`config.mk`:
```
export PLATFORM = sky130hd
export DESIGN_NAME = gpx_port
export DESIGN_NICKNAME = d
export VERILOG_FILES = /design/src/design/gpx_pkg.sv /design/src/design/gpx_port.sv /design/src/design/gpx_pin_cell.sv
export VERILOG_INCLUDE_DIRS = /design/src /design/src/design
export SDC_FILE = /design/constraint.sdc
export NUM_CORES = 1
export LEC_CHECK = 0
export BUFFER_PORTS_ARGS = -buffer_cell sky130_fd_sc_hd__buf_2
export CORE_UTILIZATION = 61
export DETAILED_ROUTE_END_ITERATION = 16
export PLACE_DENSITY = 0.84
export SLEW_MARGIN = 20
export SYNTH_ARGS = -nofsm -noshare
export SYNTH_HDL_FRONTEND = slang
export SYNTH_SLANG_ARGS = --single-unit
```
`constraint.sdc`:
```
create_clock -name clock -period 6 [get_ports clock]
set_input_delay 1.8 -clock clock [delete_from_list [all_inputs] [get_ports clock]]
set_output_delay 1.8 -clock clock [all_outputs]
set_load 0.02 [all_outputs]
```
`src/design/gpx_defs.svh`:
```
`ifndef GPX_DEFS_SVH
`define GPX_DEFS_SVH

// host i/o port addresses
`define GPX_INDEX_PORT 16'h002E
`define GPX_DATA_PORT 16'h002F

// keys written to the index port
`define GPX_KEY_UNLOCK 8'h87
`define GPX_KEY_LOCK 8'hAA

// configuration register offsets
`define GPX_REG_LDN 8'h07
`define GPX_REG_ENABLE 8'h30
`define GPX_REG_DIR 8'hE0
`define GPX_REG_DATA 8'hE1
`define GPX_REG_INV 8'hE2

// logical device numbers
`define GPX_LDN_GPIO 8'h07
`define GPX_LDN_ENBANK 8'h09

// field positions
`define GPX_ENABLE_BIT 7

// reset values (all pins start as inputs, port disabled)
`define GPX_RST_LDN 8'h00
`define GPX_RST_ENABLE 8'h00
`define GPX_RST_DIR 8'hFF
`define GPX_RST_DATA 8'h00
`define GPX_RST_INV 8'h00
`define GPX_RST_INDEX 8'h00

// value returned when nothing answers
`define GPX_IDLE_READ 8'hFF

`endif

```
`src/design/gpx_pkg.sv`:
```
package gpx_pkg;

    // configuration access lock state
    typedef enum logic [1:0] {
        gpx_locked,
        gpx_key_half,
        gpx_open
    } gpx_lock_t;

endpackage : gpx_pkg

```
`src/design/gpx_port.sv`:
```
`timescale 1ns/1ps
`include "gpx_defs.svh"

// Operation
// - bit 7 of 30h enables the port
// - direction bit one input, zero output
// - output pin data bit writable, readable, driven
// - input pin data bit read-only, returns pin
// - flip bit one inverts both directions
// - flip bit zero passes value unchanged
// - device 7 at index 07h selects GPIO
// - AAh at index port locks access
// - two 87h writes unlock access
// - index at 2Eh, data at 2Fh
module gpx_port #(
    parameter int PIN_COUNT = 8
) (
    // clock and reset
    input wire logic clock,
    input wire logic sys_rst,
    // host i/o cycles
    input wire logic [15:0] io_addr,
    input wire logic io_wr,
    input wire logic io_rd,
    input wire logic [7:0] io_wdata,
    output logic [7:0] io_rdata,
    output logic io_rvalid,
    // gpio pins
    input wire logic [PIN_COUNT-1:0] gpio_in,
    output logic [PIN_COUNT-1:0] gpio_out,
    output logic [PIN_COUNT-1:0] gpio_oe
);
    import gpx_pkg::*;

    // registers are eight bits wide, so no more pins than that
    if (PIN_COUNT < 1 || PIN_COUNT > 8) begin : g_bad_count
        $error("PIN_COUNT must be 1 to 8");
    end

    gpx_lock_t state_reg, state_next; // unlock sequence state
    logic [7:0] index_reg, index_next; // selected register number
    logic [7:0] ldn_reg, ldn_next; // selected logical device
    logic [7:0] enable_reg, enable_next; // gpio_global_enable
    logic [7:0] direction_config_reg, dir_next; // gpio_direction
    logic [7:0] pin_value_reg, data_next; // gpio_pin_data
    logic [7:0] polarity_flip_reg, inv_next; // gpio_polarity_invert
    logic [7:0] rdata_next;
    logic [7:0] rd_bits; // per-pin data read view
    logic [7:0] rd_reg_value;

    // address decode
    wire is_index = (io_addr == `GPX_INDEX_PORT);
    wire is_data = (io_addr == `GPX_DATA_PORT);
    wire open = (state_reg == gpx_open);
    wire wr_index = io_wr && is_index;
    wire wr_data = io_wr && is_data && open;
    wire ldn_gpio = (ldn_reg == `GPX_LDN_GPIO);
    wire ldn_enbank = (ldn_reg == `GPX_LDN_ENBANK);
    wire sel_ldn = (index_reg == `GPX_REG_LDN);
    wire sel_enable = ldn_enbank && (index_reg == `GPX_REG_ENABLE);
    wire sel_dir = ldn_gpio && (index_reg == `GPX_REG_DIR);
    wire sel_data = ldn_gpio && (index_reg == `GPX_REG_DATA);
    wire sel_inv = ldn_gpio && (index_reg == `GPX_REG_INV);
    wire port_en = enable_reg[`GPX_ENABLE_BIT];

    // unlock needs two keys in a row at the index port; any other index port write in between falls back
    always_comb begin
        state_next = state_reg;
        if (wr_index) begin
            unique case (state_reg)
                gpx_locked: begin
                    if (io_wdata == `GPX_KEY_UNLOCK) state_next = gpx_key_half;
                end
                gpx_key_half: begin
                    // a stray value restarts the sequence
                    state_next = (io_wdata == `GPX_KEY_UNLOCK) ? gpx_open : gpx_locked;
                end
                gpx_open: begin
                    if (io_wdata == `GPX_KEY_LOCK) state_next = gpx_locked;
                end
            endcase
        end
    end

    // index captured only while open; the lock key is not stored
    assign index_next = (wr_index && open && io_wdata != `GPX_KEY_LOCK) ? io_wdata : index_reg;
    assign ldn_next = (wr_data && sel_ldn) ? io_wdata : ldn_reg;
    assign enable_next = (wr_data && sel_enable) ? io_wdata : enable_reg;
    assign dir_next = (wr_data && sel_dir) ? io_wdata : direction_config_reg;
    assign inv_next = (wr_data && sel_inv) ? io_wdata : polarity_flip_reg;
    // input bits keep their old value, only output bits take the write
    assign data_next = (wr_data && sel_data) ?
        ((io_wdata & ~direction_config_reg) | (pin_value_reg & direction_config_reg)) :
        pin_value_reg;

    // read mux; unselected offsets read as idle bus
    assign rd_reg_value = sel_ldn ? ldn_reg :
                          sel_enable ? enable_reg :
                          sel_dir ? direction_config_reg :
                          sel_data ? rd_bits :
                          sel_inv ? polarity_flip_reg : `GPX_IDLE_READ;
    assign rdata_next = !open ? `GPX_IDLE_READ :
                        is_index ? index_reg :
                        is_data ? rd_reg_value : `GPX_IDLE_READ;

    // configuration state
    always_ff @(posedge clock) begin
        if (sys_rst) begin
            state_reg <= gpx_locked;
            index_reg <= `GPX_RST_INDEX;
            ldn_reg <= `GPX_RST_LDN;
            enable_reg <= `GPX_RST_ENABLE;
        end else begin
            state_reg <= state_next;
            index_reg <= index_next;
            ldn_reg <= ldn_next;
            enable_reg <= enable_next;
        end
    end

    // gpio bank registers
    always_ff @(posedge clock) begin
        if (sys_rst) begin
            direction_config_reg <= `GPX_RST_DIR;
            pin_value_reg <= `GPX_RST_DATA;
            polarity_flip_reg <= `GPX_RST_INV;
        end else begin
            direction_config_reg <= dir_next;
            pin_value_reg <= data_next;
            polarity_flip_reg <= inv_next;
        end
    end

    // read answer, one cycle after the strobe
    always_ff @(posedge clock) begin
        if (sys_rst) begin
            io_rdata <= `GPX_IDLE_READ;
            io_rvalid <= 1'b0;
        end else begin
            io_rvalid <= io_rd;
            if (io_rd) io_rdata <= rdata_next;
        end
    end

    // one cell per pin; bits above PIN_COUNT read back the latch
    for (genvar i = 0; i < 8; i++) begin : g_pin
        if (i < PIN_COUNT) begin : g_cell
            gpx_pin_cell u_cell (
                .clock(clock),
                .sys_rst(sys_rst),
                .port_en(port_en),
                .dir_in(direction_config_reg[i]),
                .inv_bit(polarity_flip_reg[i]),
                .data_bit(pin_value_reg[i]),
                .pin_async(gpio_in[i]),
                .pin_out_reg(gpio_out[i]),
                .pin_oe_reg(gpio_oe[i]),
                .rd_bit(rd_bits[i])
            );
        end else begin : g_none
            assign rd_bits[i] = pin_value_reg[i];
        end
    end

    // second key opens access
    property p_unlock;
        @(posedge clock) disable iff (sys_rst)
        (state_reg == gpx_locked && wr_index && io_wdata == `GPX_KEY_UNLOCK)
        ##1 (wr_index && io_wdata == `GPX_KEY_UNLOCK) |=> (state_reg == gpx_open);
    endproperty
    a_unlock: assert property (p_unlock) else $error("double key did not unlock");

    // single key alone never opens
    property p_no_single;
        @(posedge clock) disable iff (sys_rst)
        (state_reg == gpx_locked) |=> (state_reg != gpx_open);
    endproperty
    a_no_single: assert property (p_no_single) else $error("opened on one key");

    // lock key closes and ignores data writes
    property p_lock;
        @(posedge clock) disable iff (sys_rst)
        (open && wr_index && io_wdata == `GPX_KEY_LOCK) |=>
        (state_reg == gpx_locked) ##1 ($stable(ldn_reg) && $stable(direction_config_reg));
    endproperty
    a_lock: assert property (p_lock) else $error("lock key not honoured");

    // device select write lands in ldn
    property p_ldn;
        @(posedge clock) disable iff (sys_rst)
        (wr_data && sel_ldn) |=> (ldn_reg == $past(io_wdata));
    endproperty
    a_ldn: assert property (p_ldn) else $error("device select lost");

    // input bits untouched by data writes
    property p_input_ro;
        @(posedge clock) disable iff (sys_rst)
        (wr_data && sel_data) |=>
        (((pin_value_reg ^ $past(pin_value_reg)) & $past(direction_config_reg)) == 8'h00);
    endproperty
    a_input_ro: assert property (p_input_ro) else $error("input bit written");

    // disabled port drives nothing
    property p_enable;
        @(posedge clock) disable iff (sys_rst)
        !port_en |=> (gpio_oe == '0);
    endproperty
    a_enable: assert property (p_enable) else $error("pin driven while disabled");

    // locked reads see idle bus
    property p_locked_read;
        @(posedge clock) disable iff (sys_rst)
        (io_rd && !open) |=> (io_rvalid && io_rdata == `GPX_IDLE_READ);
    endproperty
    a_locked_read: assert property (p_locked_read) else $error("locked read leaked");

    // direction reads back at the data port
    property p_dir_read;
        @(posedge clock) disable iff (sys_rst)
        (io_rd && is_data && open && sel_dir) |=> (io_rdata == $past(direction_config_reg));
    endproperty
    a_dir_read: assert property (p_dir_read) else $error("direction readback wrong");

endmodule : gpx_port

```
`src/design/gpx_pin_cell.sv`:
```
`timescale 1ns/1ps

module gpx_pin_cell (
    // clock and reset
    input wire logic clock,
    input wire logic sys_rst,
    // per-pin configuration
    input wire logic port_en,
    input wire logic dir_in,
    input wire logic inv_bit,
    input wire logic data_bit,
    // pin side
    input wire logic pin_async,
    output logic pin_out_reg,
    output logic pin_oe_reg,
    // value seen by a data register read
    output logic rd_bit
);

    logic pin_meta_reg; // first sync stage, read only by pin_sync_reg
    logic pin_sync_reg; // settled pin level
    logic pin_out_next;
    logic pin_oe_next;

    // polarity flip sits on both paths so software sees one logical sense
    assign pin_out_next = data_bit ^ inv_bit;
    assign pin_oe_next = port_en & ~dir_in;
    assign rd_bit = dir_in ? (pin_sync_reg ^ inv_bit) : data_bit;

    // two-stage synchroniser, pin is asynchronous to clock
    always_ff @(posedge clock) begin
        if (sys_rst) begin
            pin_meta_reg <= 1'b0;
            pin_sync_reg <= 1'b0;
        end else begin
            pin_meta_reg <= pin_async;
            pin_sync_reg <= pin_meta_reg;
        end
    end

    // registered drive so pin outputs never glitch
    always_ff @(posedge clock) begin
        if (sys_rst) begin
            pin_out_reg <= 1'b0;
            pin_oe_reg <= 1'b0;
        end else begin
            pin_out_reg <= pin_out_next;
            pin_oe_reg <= pin_oe_next;
        end
    end

    // enabled output pin drives the next cycle
    property p_oe_dir;
        @(posedge clock) disable iff (sys_rst)
        (port_en && !dir_in) |=> pin_oe_reg;
    endproperty
    a_oe_dir: assert property (p_oe_dir) else $error("output pin not driven");

    // pin level equals data xor flip
    property p_out_pol;
        @(posedge clock) disable iff (sys_rst)
        1'b1 |=> (pin_out_reg == ($past(data_bit) ^ $past(inv_bit)));
    endproperty
    a_out_pol: assert property (p_out_pol) else $error("pin polarity wrong");

    // input read returns synced pin, flipped when asked
    property p_in_read;
        @(posedge clock) disable iff (sys_rst)
        dir_in |-> (rd_bit == (pin_sync_reg ^ inv_bit));
    endproperty
    a_in_read: assert property (p_in_read) else $error("input read wrong");

endmodule : gpx_pin_cell

```
==> impl_metrics.xml <==
<?xml version="1.0" encoding="UTF-8"?>
<metrics>
  <group name="status">
    <metric name="run_status" unit="">finished, violations left</metric>
    <metric name="violations_in_the_final_reports" unit="">DRC</metric>
  </group>
  <group name="final_layout">
    <metric name="fin_nets" unit="">533</metric>
    <metric name="diodes" unit="">0</metric>
    <metric name="postLayoutCellArea" unit="µm²">4550</metric>
    <metric name="fraction_of_layout_instances_using_a_drive_strength_above_1" unit="%">17.6</metric>
    <metric name="fillers" unit="">520</metric>
    <metric name="utilization" unit="%">70.0</metric>
    <metric name="layout.cells.non_filler" unit="">576</metric>
    <metric name="syn_to_final_growth" unit="%">8.64</metric>
  </group>
  <group name="cts">
    <metric name="cts_buffer_depth" unit="">2</metric>
    <metric name="cts_inserted_buffers" unit="">9</metric>
    <metric name="clock-sinks" unit="">91</metric>
    <metric name="cts_post_setup_buffers_inserted" unit="">0</metric>
    <metric name="holdBufCountCts" unit="">0</metric>
    <metric name="worstSkewPairLatency" unit="ns">0.37</metric>
    <metric name="worst_setup_hold_path_clk_slew" unit="ns">0.09</metric>
    <metric name="cts_tree" unit="">yes</metric>
    <metric name="cts_resized" unit="">0</metric>
    <metric name="cts_htree_levels" unit="">3</metric>
    <metric name="clk_root_buffer_cell" unit="">clkbuf_8</metric>
  </group>
  <group name="drt">
    <metric name="count_of_nets_left_with_antenna_violations_after_detail_routing" unit="">0</metric>
    <metric name="wire_per_inst" unit="µm">17.6</metric>
    <metric name="drt-initial-drc-count" unit="">381</metric>
    <metric name="detailedRoute.firstPassIterationCount" unit="">11</metric>
    <metric name="totalWireLength" unit="µm">10100</metric>
    <metric name="drt-vias-per-instance" unit="">6.15</metric>
    <metric name="vias" unit="">3544</metric>
    <metric name="remaining_drc_errors" unit="">8</metric>
  </group>
  <group name="setup_path">
    <metric name="timing.rr.start" unit="">index_reg[0]</metric>
    <metric name="reg2regPathDepth" unit="">5</metric>
    <metric name="timing.critical_path.required" unit="ns">6.24</metric>
    <metric name="worst-setup-path-type" unit="">in2reg</metric>
    <metric name="crit_path_dat" unit="ns">4.19</metric>
    <metric name="crit_path_end_kind" unit="">flip-flop</metric>
    <metric name="timing.reg2reg.setup_slack" unit="ns">3.22</metric>
    <metric name="rr_endpoint" unit="">enable_reg[2]</metric>
    <metric name="worst_setup_path_start_kind" unit="">input pin</metric>
    <metric name="worst-path-max-fanout" unit="">8</metric>
  </group>
  <group name="place">
    <metric name="placedInstanceArea" unit="µm²">4350</metric>
    <metric name="dp_cells" unit="">560</metric>
    <metric name="io_buffer_count" unit="">60</metric>
    <metric name="routabilityCongestion" unit="">0.927</metric>
    <metric name="dp.final_hpwl" unit="µm">6990</metric>
  </group>
  <group name="global_routing">
    <metric name="number_of_global_route_vias_before_repair" unit="">3134</metric>
    <metric name="grt-ovfl-total" unit="">0</metric>
    <metric name="global_route.usage.total" unit="%">29.0</metric>
    <metric name="grt_antenna_before_repair" unit="">0</metric>
    <metric name="maximum_number_of_pins_on_one_net_before_global_route_repair" unit="">58</metric>
    <metric name="grt_pass1_wl" unit="µm">15900</metric>
  </group>
  <group name="floorplanning">
    <metric name="floorplan.rows" unit="">29</metric>
    <metric name="die_h" unit="µm">84.8</metric>
    <metric name="boundary_pins" unit="">61</metric>
    <metric name="floorplan.die.width" unit="µm">84.8</metric>
    <metric name="dieArea" unit="µm²">7200</metric>
    <metric name="placeableCoreArea" unit="µm²">6490</metric>
    <metric name="initial_utilization" unit="%">64.4</metric>
  </group>
  <group name="min_path">
    <metric name="hold_start" unit="">g_pin[5].g_cell.u_cell.pin_meta_reg</metric>
    <metric name="holdPathStages" unit="">1</metric>
    <metric name="worst_hold_path_type" unit="">reg2reg</metric>
    <metric name="whs_endpoint" unit="">g_pin[5].g_cell.u_cell.pin_sync_reg</metric>
  </group>
  <group name="power">
    <metric name="vdd.ir_drop.worst" unit="V">0.000188</metric>
    <metric name="static-leakage-power" unit="nW">1.79</metric>
    <metric name="p_per_area" unit="nW/µm²">243</metric>
  </group>
  <group name="synth">
    <metric name="synthCells" unit="">469</metric>
    <metric name="synth_warnings" unit="">0</metric>
    <metric name="synthesis.area" unit="µm²">4190</metric>
    <metric name="synth_largest_type_area_fraction" unit="%">43.5</metric>
    <metric name="ys_async_sr_fraction" unit="%">0</metric>
    <metric name="ys_top_cells_by_count" unit="">dfxtp_1 (91), nor2_1 (59), nand2_1 (32), nor2b_1 (28), mux2i_1 (24)</metric>
    <metric name="syn-mean-instance-area" unit="µm²">8.92</metric>
    <metric name="synth_largest_area_cell" unit="">dfxtp_1</metric>
    <metric name="netlist-cell-type-count" unit="">47</metric>
    <metric name="syn_nets" unit="">508</metric>
    <metric name="postSynthRegisterBits" unit="">91</metric>
    <metric name="ys.flop_type" unit="">dfxtp_1</metric>
    <metric name="synth_enable_flop_cells" unit="">0</metric>
    <metric name="synth_top_cells_by_area" unit="">dfxtp_1 (44%), mux2i_1 (5.7%), nor2_1 (5.3%)</metric>
    <metric name="yosysSeqAreaShare" unit="%">43.5</metric>
    <metric name="most_numerous_cell_in_the_yosys_netlist" unit="">dfxtp_1</metric>
  </group>
  <group name="timing">
    <metric name="worst_slew_pin_slew" unit="ns">0.980</metric>
    <metric name="fin_skew" unit="ns">0.0106</metric>
    <metric name="timing.final.crit_share" unit="%">65.8</metric>
    <metric name="fin_tns_setup" unit="ns">0</metric>
    <metric name="pins_over_slew_limit" unit="">0</metric>
    <metric name="clock.fmax" unit="MHz">253</metric>
    <metric name="rsz_0062_raised_after_global_routing" unit="">false</metric>
    <metric name="setup-violations-final" unit="">0</metric>
    <metric name="post-route-min-period" unit="ns">3.95</metric>
    <metric name="number_of_endpoints_with_negative_hold_slack_in_the_final_report" unit="">0</metric>
    <metric name="slew-limit-headroom" unit="%">34.1</metric>
  </group>
  <group name="job">
    <metric name="maxCapViolations" unit="">0</metric>
  </group>
</metrics>
==> power breakdown <==
| part | internal (mW) | switching, mW |
|---|---|---|
| Sequential | 0.610 | 0.00250 |
| Combinational | 0.0228 | 0.0359 |
| Clock | 0.198 | 0.234 |
| Total | 0.831 | 0.273 |
==> per-stage QoR <==
| stage | worst slack, ns | hold WS (ns) | power (mW) |
|---|---|---|---|
| 4_1_cts | 2.11 | 0.443 | 1.10 |
| 3_5_place_dp | 1.73 | 0.421 | 0.685 |
| 2_1_floorplan | 2.10 | 0.414 | 0.660 |
| 6_report | 2.05 | 0.442 | 1.10 |
| 5_1_grt | 1.90 | 0.458 | 1.13 |
| 3_3_place_gp | 1.81 | 0.418 | 0.683 |
==> worst max path at each step <==
stage,start,end,slack (ns),depth (start not counted)
final,io_addr[9],io_rdata[2],2.05,6
after global routing,io_addr[9],io_rdata[2],1.90,6
after CTS,io_addr[9],io_rdata[2],2.11,6
after detailed placement,io_addr[9],io_rdata[2],1.73,6
after global placement,io_addr[9],io_rdata[1],1.81,6
after floorplan,io_addr[9],flip-flop,2.10,6
==> final cells by class <==
type | instances | area, µm² | share of cell area (%)
multi-input combinational | 325 | 2090 | 46.0
sequential | 91 | 1820 | 40.1
timing repair buffer | 62 | 315 | 6.93
clock buffer | 10 | 128 | 2.81
tap | 77 | 96.3 | 2.12
clock inverter | 6 | 73.8 | 1.62
inverter | 5 | 18.8 | 0.413
==> per-layer routing <==
metal | wire length, µm | global-route usage (%) | part of all wire, %
met1 | 4470 | 40.1 | 44
met5 | 0 | 0 | 0
met4 | 421 | 15.6 | 4.1
met3 | 884 | 4.86 | 8.7
met2 | 4370 | 43.6 | 43
==> cells by family after synthesis <==
kind of cell,Yosys count,synth area share (%)
and+or+nand+nor,204,28.3
muxes,25,6.01
buffers and inverters,53,6.46
DFF,91,43.5
AOI/OAI and AO/OA,77,11.5
xor gates and xnor gates,16,3.35
adders and majority gates,3,0.897
==> worst max-delay path: stages <==
cell and delay, ns:
buf_2 0.09, or4_4 0.54, or4_4 0.55, nor4_1 0.82, and3_1 0.28, o21ai_0 0.10
==> placed cells by master (no fill, tap or decap), drive strengths merged, types with 8 or more instances in the layout <==
cell type and n:
dfxtp 91, buf 62, nor2 59, nand2 32, nor2b 28, mux2i 24
or3 19, a21oi 18, o21ai 17, xnor2 16, nand4b 10, clkbuf 10
o31ai 9, nand2b 9, o22ai 9, nand3b 8, a31oi 8, a311oi 8
No activity file was read; power rests on OpenSTA's default activity.
